==> config.mk <==
export PLATFORM = sky130hd
export DESIGN_NAME = bgc_regs
export DESIGN_NICKNAME = d
export VERILOG_FILES = /design/src/rtl/bgc_pkg.sv /design/src/rtl/bgc_regs.sv
export SDC_FILE = /design/constraint.sdc
export NUM_CORES = 1
export LEC_CHECK = 0
export BUFFER_PORTS_ARGS = -buffer_cell sky130_fd_sc_hd__buf_2
export CAP_MARGIN = 10
export CORE_ASPECT_RATIO = 0.75
export CORE_MARGIN = 5
export CORE_UTILIZATION = 35
export CTS_CLUSTER_SIZE = 8
export DETAILED_ROUTE_END_ITERATION = 16
export PLACE_DENSITY = 0.61
export SKIP_LAST_GASP = 1
export SYNTH_ARGS = -nofsm -noshare
export SYNTH_HDL_FRONTEND = slang
export SYNTH_SLANG_ARGS = --single-unit
==> constraint.sdc <==
create_clock -name clk -period 1.3 [get_ports clk]
set_clock_uncertainty 0.2 [all_clocks]
set_input_delay 0 -clock clk [delete_from_list [all_inputs] [get_ports clk]]
set_output_delay 0 -clock clk [all_outputs]
set_load 0.05 [all_outputs]
==> src/rtl/bgc_pkg.sv <==
// Register layout, reset values and shared types of the bridge control slice
package bgc_pkg;

    localparam int BGC_AW = 7;
    localparam int BGC_DW = 16;

    // ----------------------------------------------------------------
    // Register addresses
    // ----------------------------------------------------------------
    localparam logic [6:0] BGC_ADDR_MASK = 7'h09;
    localparam logic [6:0] BGC_ADDR_SCRATCH = 7'h0a;
    localparam logic [6:0] BGC_ADDR_BRIDGE_GENERAL_CONTROL = 7'h10;

    // ----------------------------------------------------------------
    // Reset values and writable-bit maps
    // ----------------------------------------------------------------
    localparam logic [15:0] BGC_MASK_RST = 16'h0140;
    localparam logic [15:0] BGC_MASK_WMASK = 16'h01ff;
    localparam logic [15:0] BGC_SCRATCH_RST = 16'h0000;
    localparam logic [15:0] BGC_GEN_RST = 16'h0801;
    localparam logic [15:0] BGC_GEN_WMASK = 16'h9fff;

    // ----------------------------------------------------------------
    // Field positions
    // ----------------------------------------------------------------
    localparam int BGC_MASK_SUPPLY_BIT = 0;
    localparam int BGC_MASK_TEMP_BIT = 1;
    localparam int BGC_MASK_RO_LSB = 9;
    localparam int BGC_GEN_PCHG_BIT = 8;
    localparam int BGC_GEN_OVREC_BIT = 9;
    localparam int BGC_GEN_CPSTG_BIT = 10;
    localparam int BGC_GEN_FETLVL_BIT = 11;
    localparam int BGC_GEN_CPUV_BIT = 12;
    localparam int BGC_GEN_FREQ_BIT = 15;

    typedef enum logic [1:0] {
        BGC_MODE_NORMAL,
        BGC_MODE_FAILSAFE,
        BGC_MODE_RESTART,
        BGC_MODE_OTHER
    } bgc_mode_t;

    // Register access request from the serial frame decoder
    typedef struct packed {
        logic wr_en;
        logic rd_en;
        logic [6:0] addr;
        logic [15:0] wdata;
    } bgc_req_t;

    // Status events, one-cycle pulses
    typedef struct packed {
        logic supply_set;
        logic temp_set;
    } bgc_evt_t;

    // Decoded bridge control outputs
    typedef struct packed {
        logic bridge_sync_freq_select;
        logic pump_undervolt_threshold_select;
        logic mosfet_level_select;
        logic pump_stage_auto_switch;
        logic bridge_overvolt_recover;
        logic precharge_step_adapt;
    } bgc_ctl_t;

endpackage

==> src/rtl/bgc_regs.sv <==
// Interrupt mask, scratch store and bridge general control registers
//
// Summary of operation
// RULE1 - Unmasked temperature flag set pulses the interrupt output once.
// RULE2 - Unmasked supply flag set pulses the interrupt output once.
// RULE3 - Power-on or soft reset loads mask with 0x0140.
// RULE4 - Restart reset clears mask bits 15..9, keeps bits 8..0.
// RULE5 - Sixteen-bit read/write scratch register for the microcontroller.
// RULE6 - Scratch clears to zero at power-up and soft reset.
// RULE7 - Scratch reachable only in Normal Mode.
// RULE8 - Scratch survives Fail-Safe and Restart Mode entry.
// RULE9 - Only serial writes change scratch; internal logic never touches it.
// RULE10 - Control bit 15 selects bridge sync frequency, default low.
// RULE11 - Control bits 14 and 13 are read-only zero.
// RULE12 - Control bit 12 selects pump undervoltage threshold, default low.
// RULE13 - Control bit 10 enables pump stage auto switching, default off.
// RULE14 - Control bit 9 enables overvoltage auto recovery, default off.
// RULE15 - Control bit 8 selects precharge adaptation step, default one step.
// RULE16 - Every unmasked event pulses interrupt, even if status already set.
// RULE17 - Writes to read-only bits ignored, they keep reading zero.
`timescale 1ns/10ps
`default_nettype none

module bgc_regs
(
    input wire logic clk,
    input wire logic rst_n,
    input wire logic soft_reset,
    input wire logic restart_reset,
    input wire bgc_pkg::bgc_mode_t mode,
    input wire bgc_pkg::bgc_req_t req,
    input wire bgc_pkg::bgc_evt_t evt,
    output logic [15:0] rdata,
    output logic rvalid,
    output logic interrupt_out_n,
    output bgc_pkg::bgc_ctl_t ctl
);
    import bgc_pkg::*;

    typedef struct packed {
        logic [15:0] mask;
        logic [15:0] scratch;
        logic [15:0] gen;
        logic [15:0] rdata;
        logic rvalid;
        logic irq_n;
    } bgc_state_t;

    bgc_state_t st_q;
    bgc_state_t st_d;
    logic scratch_open;
    logic wr_mask;
    logic wr_scratch;
    logic wr_gen;
    logic irq_event;

    // ----------------------------------------------------------------
    // Decode
    // ----------------------------------------------------------------
    assign scratch_open = (mode == BGC_MODE_NORMAL); // RULE7
    assign wr_mask = req.wr_en && (req.addr == BGC_ADDR_MASK);
    assign wr_scratch = req.wr_en && (req.addr == BGC_ADDR_SCRATCH) && scratch_open; // RULE7
    assign wr_gen = req.wr_en && (req.addr == BGC_ADDR_BRIDGE_GENERAL_CONTROL);
    // Raw event pulses, so a flag already set still fires again
    assign irq_event = (evt.temp_set && st_q.mask[BGC_MASK_TEMP_BIT]) // RULE1 RULE16
        || (evt.supply_set && st_q.mask[BGC_MASK_SUPPLY_BIT]); // RULE2 RULE16

    // ----------------------------------------------------------------
    // Next state
    // ----------------------------------------------------------------
    always_comb
    begin
        st_d = st_q;
        st_d.irq_n = !irq_event; // RULE1 RULE2
        st_d.rvalid = req.rd_en;
        if (req.rd_en)
        begin
            case (req.addr)
                BGC_ADDR_MASK: st_d.rdata = st_q.mask;
                BGC_ADDR_SCRATCH: st_d.rdata = scratch_open ? st_q.scratch : 16'h0000; // RULE7
                BGC_ADDR_BRIDGE_GENERAL_CONTROL: st_d.rdata = st_q.gen; // RULE11
                default: st_d.rdata = 16'h0000;
            endcase
        end
        // Mask: soft reset over restart over write
        if (soft_reset)
        begin
            st_d.mask = BGC_MASK_RST; // RULE3
        end
        else if (restart_reset)
        begin
            st_d.mask = st_q.mask & BGC_MASK_WMASK; // RULE4
        end
        else if (wr_mask)
        begin
            st_d.mask = req.wdata & BGC_MASK_WMASK; // RULE17
        end
        // Scratch: no internal source; restart and mode changes leave it
        if (soft_reset)
        begin
            st_d.scratch = BGC_SCRATCH_RST; // RULE6
        end
        else if (wr_scratch)
        begin
            st_d.scratch = req.wdata; // RULE5 RULE8 RULE9
        end
        // General control: restart keeps contents
        if (soft_reset)
        begin
            st_d.gen = BGC_GEN_RST; // RULE10 RULE12 RULE13 RULE14 RULE15
        end
        else if (wr_gen && !restart_reset)
        begin
            st_d.gen = req.wdata & BGC_GEN_WMASK; // RULE11 RULE17
        end
    end

    always_ff @(posedge clk or negedge rst_n)
    begin
        if (!rst_n)
        begin
            st_q.mask <= BGC_MASK_RST; // RULE3
            st_q.scratch <= BGC_SCRATCH_RST; // RULE6
            st_q.gen <= BGC_GEN_RST;
            st_q.rdata <= 16'h0000;
            st_q.rvalid <= 1'b0;
            st_q.irq_n <= 1'b1;
        end
        else
        begin
            st_q <= st_d;
        end
    end

    // ----------------------------------------------------------------
    // Outputs
    // ----------------------------------------------------------------
    assign rdata = st_q.rdata;
    assign rvalid = st_q.rvalid;
    assign interrupt_out_n = st_q.irq_n;
    assign ctl.bridge_sync_freq_select = st_q.gen[BGC_GEN_FREQ_BIT]; // RULE10
    assign ctl.pump_undervolt_threshold_select = st_q.gen[BGC_GEN_CPUV_BIT]; // RULE12
    assign ctl.mosfet_level_select = st_q.gen[BGC_GEN_FETLVL_BIT];
    assign ctl.pump_stage_auto_switch = st_q.gen[BGC_GEN_CPSTG_BIT]; // RULE13
    assign ctl.bridge_overvolt_recover = st_q.gen[BGC_GEN_OVREC_BIT]; // RULE14
    assign ctl.precharge_step_adapt = st_q.gen[BGC_GEN_PCHG_BIT]; // RULE15
endmodule

`default_nettype wire

==> impl_summary.md <==
Outcome
The run finished, with violations left. The checks that failed: negative hold slack, negative setup slack.

Place
In this run the tool buffered the top-level ports with 56 buffer cells. The detailed-placement wirelength estimate is 4.55 mm. At the end of routability-driven placement, the weighted congestion stood at 0.779. The area of placed instances is 3340 um2. The count of placed standard cells including taps is 406.

Setup path
Counting cells, the worst reg-to-reg path comes to 3. The launch instance of the worst register-to-register path is st_q[56]$_DFFE_PN1P_. The critical path start-end classification is in -> reg. The startpoint kind of the worst setup timing path is an input port. The slowest stage of the critical path belongs to the cell or4_4. The critical path's largest stage delay is 0.53 ns. The signal on the critical path passes through buf_6, or4_4, buf_6, nor4_4, buf_12, mux2i_1.

The arrival time reported for the critical path endpoint is 1.49 ns. The critical path starts at req[17]. The largest fanout on the critical path is 14. On the critical path the largest part of the delay comes from simple AND/OR/NAND/NOR gates. The endpoint identified for the worst register-to-register timing path is rdata[6]$_DFFE_PN0P_. In this design, the critical path's most frequently occurring cell is buf_6. The endpoint kind of the worst setup timing path is a flop. The buffering stage count on the worst path with inverters included is 3. The capturing instance or port of the critical path is st_q[23]$_DFFE_PN0P_. The critical path runs through a total of 6 cells. The critical path required time is 1.34 ns. The register-to-register setup slack is 0.04 ns.

Yosys
The share of the yosys chip area belonging to registers is 49.2%. For this run, the leading register cell type out of synthesis is dfrtp_1. Synthesis produced 258 cells. The register bit total from synthesis is 57. The average size of a mapped cell is 11.3 um2. The number of enable flip-flop cells after synthesis is 0.

The proportion of register bits with asynchronous set or reset after synthesis is 100%. After synthesis the cells add up to 2910 um2. The number of nets handed over by synthesis was 291. The yosys synthesis warning count is 0. Counting distinct cell types in the post-synthesis netlist gives 25.

STA
The hold violation total from the final report is 28. The worst path in the final design needs a cycle of 1.45 ns, including I/O delays and setup. Setup violations remaining at the end of the flow were counted as 49.

In this run the tightest slew margin relative to its limit is 76.0%. The number of max-slew violations in the final report is 0. Once routing completed, OpenROAD measured the worst setup slack at -0.148 ns. After layout, the worst path uses 111% of the clock period.

The final-layout worst hold slack is -0.0809 ns. For the pin with the worst max-slew slack, the measured transition is 0.361 ns. The maximum frequency from static timing analysis is 691 MHz. Setup repair after global routing could not meet its margin everywhere.

Power
The maximum VDD drop is 621 uV. The total leakage power is 1.93 nW. The power per standard cell area is 955 nW/um2.

Final layout
For this run, the number of standard cells in the final layout without fillers is 451. The net count of the finished layout is 374. The share of layout cells above drive strength 1 is 36.1%. With fillers left out, the area of the finished cells amounts to 4100 um2. Compared with the post-synthesis result, the final layout area differs by 40.9%. 0 antenna diodes ended up in the layout. The filler cells instantiated in the layout total 722.

Global route
The number of antenna violations at the first check in global routing was 0. The total overflow left after global routing is 0. The wire length of the first global-routing pass is 12.0 mm.

In the global route stage, overall resource usage came out at 15.4%. The maximum number of pins on one net before global-route repair is 46. The via count of the first global-routing pass is 2,341.

Floorplanning
The die extent in x is 115 um. In this run the count of I/O pins placed on the die edge is 57. The floorplan step defined a core boundary enclosing 7990 um2. The floorplan has 28 rows. The effective utilization at floorplan is 36.5%. The vertical die dimension is 89.0 um. The die area is 10,300 um2.

Clocking
Hold repair after CTS inserted 25 buffers. The register clock-pin slew on the reported worst setup and hold paths is 0.06 ns. The longest clock path from root to sink contains 2 buffers.

The later-pin clock latency in the skew report is 0.33 ns. Clock tree synthesis selected as its root buffer the cell clkbuf_8. TritonCTS created 9 clock buffers. The maximum level of the CTS H-tree is 3. TritonCTS built the clock tree. The total number of clock tree sinks is 57.

Routing
The via density per instance is 4.84. The overall via count from detail_route is 2,183. The final wirelength is 7.54 mm. For this run, the detailed router's first-pass iteration total came to 4. After the first detailed-routing iteration, the DRC count stood at 91. The number of routed nets with antenna violations is 0. The number of design rule violations left after detail routing is 0. The average routed wire per standard cell is 16.7 um.

Flow run
The max-capacitance violation count is 0.

Worst hold path
In this run the worst hold path is classified as in -> async.
## registers in the layout (all words and copies together), names as in the netlist
name and count:
st_q 33, rdata 16, ctl 6, interrupt_out_n 1, rvalid 1
## kinds of logic (layout without fill, tap and decap cells)
family          after synthesis  count (layout)  synth area share (%)
compound gates               26              26                  8.33
buf+inv                      54             142                  10.7
flops                        57              57                  49.2
mux                          39              39                  13.4
simple gates                 82              82                  18.4
## synth_stat cells (3+ instances only)
cell type	count	area [um2]
dfstp_2	5	131
o32ai_1	8	70.1
clkbuf_1	9	33.8
buf_4	22	165
dfrtp_1	52	1300
a221o_1	14	140
nor2b_1	5	31.3
inv_1	17	63.8
mux2i_1	39	390
nand2b_1	56	350
buf_2	3	15.0
nor4_2	3	37.5
nor2_1	9	33.8
buf_6	3	33.8
## timing repair
item / CTS / global route
hold endpoints to repair: 100 / 19
pin swaps: 3 / 5
gates resized for setup: 21 / 24
cloned: 3 / 0
endpoints found under the setup margin: 50 / 50
setup buffers: 1 / 1
## per-layer routing
| metal | part of all wire [%] | routed length (um) | track usage, % |
|---|---|---|---|
| met1 | 45 | 3410 | 20.7 |
| met2 | 48 | 3600 | 24.9 |
| met3 | 5.6 | 424 | 3.86 |
| met4 | 1.4 | 107 | 4.05 |
| met5 | 0 | 0 | 0 |
## per-stage QoR
stage / power (W) / setup WS, ns / setup TNS (ns) / util (%) / hold WS [ns]
detailed placement: 0.00209 / -0.518 / -23.09 / 41.9 / -0.269
finish: 0.00392 / -0.148 / -3.56 / 51.4 / -0.0809
global route: 0.00405 / -0.210 / -4.64 / 51.4 / -0.0756
floorplan: 0.00193 / -0.370 / -13.52 / - / -0.496
CTS: 0.00392 / -0.138 / -2.64 / 49.3 / -0.0909
global placement: 0.00209 / -0.467 / -22.15 / 41.9 / -0.266
## layout make-up
| class | count | area (um2) | area share (%) |
|---|---|---|---|
| Clock buffer | 14 | 183 | 4.45 |
| Clock inverter | 2 | 35.0 | 0.854 |
| Inverter | 17 | 63.8 | 1.56 |
| Multi-Input combinational cell | 147 | 1360 | 33.2 |
| Sequential cell | 57 | 1430 | 34.9 |
| Tap cell | 105 | 131 | 3.20 |
| Timing Repair Buffer | 109 | 895 | 21.8 |
## layout by cell type, fill, tap and decap left out, types with 5 or more instances in the layout
cell type      netlist  routed
dfstp_2              5       5
clkbuf_8             0      13
mux2i_1             39      36
buf_6                3       9
o32ai_4              0       6
buf_12               0       7
buf_4               22      16
inv_1               17      17
buf_2                3      51
nand2b_1            56      56
dfrtp_1             52      52
a221o_1             14      14
nor2_1               9       9
nor2b_1              5       5
dlygate4sd3_1        0      25
## worst min path at each step
stage	start	end	slack [ns]	cells after the start
final	rst_n	rdata[3]$_DFFE_PN0P_	-0.08	2
after global routing	restart_reset	st_q[58]$_DFFE_PN1P_	-0.08	4
after CTS	restart_reset	st_q[58]$_DFFE_PN1P_	-0.09	4
after detailed placement	rst_n	rdata[3]$_DFFE_PN0P_	-0.27	1
after global placement	rst_n	rdata[3]$_DFFE_PN0P_	-0.27	1
after floorplan	rst_n	ctl[0]$_DFFE_PN0P_	-0.50	0
## where the power goes
group | total (W) | switching (W) | internal (W)
registers | 0.00178 | 0.00000184 | 0.00178
logic | 0.000372 | 0.000184 | 0.000188
clock network | 0.00176 | 0.000672 | 0.00109
total | 0.00392 | 0.000858 | 0.00306
Power figures use the tool's default switching activity.
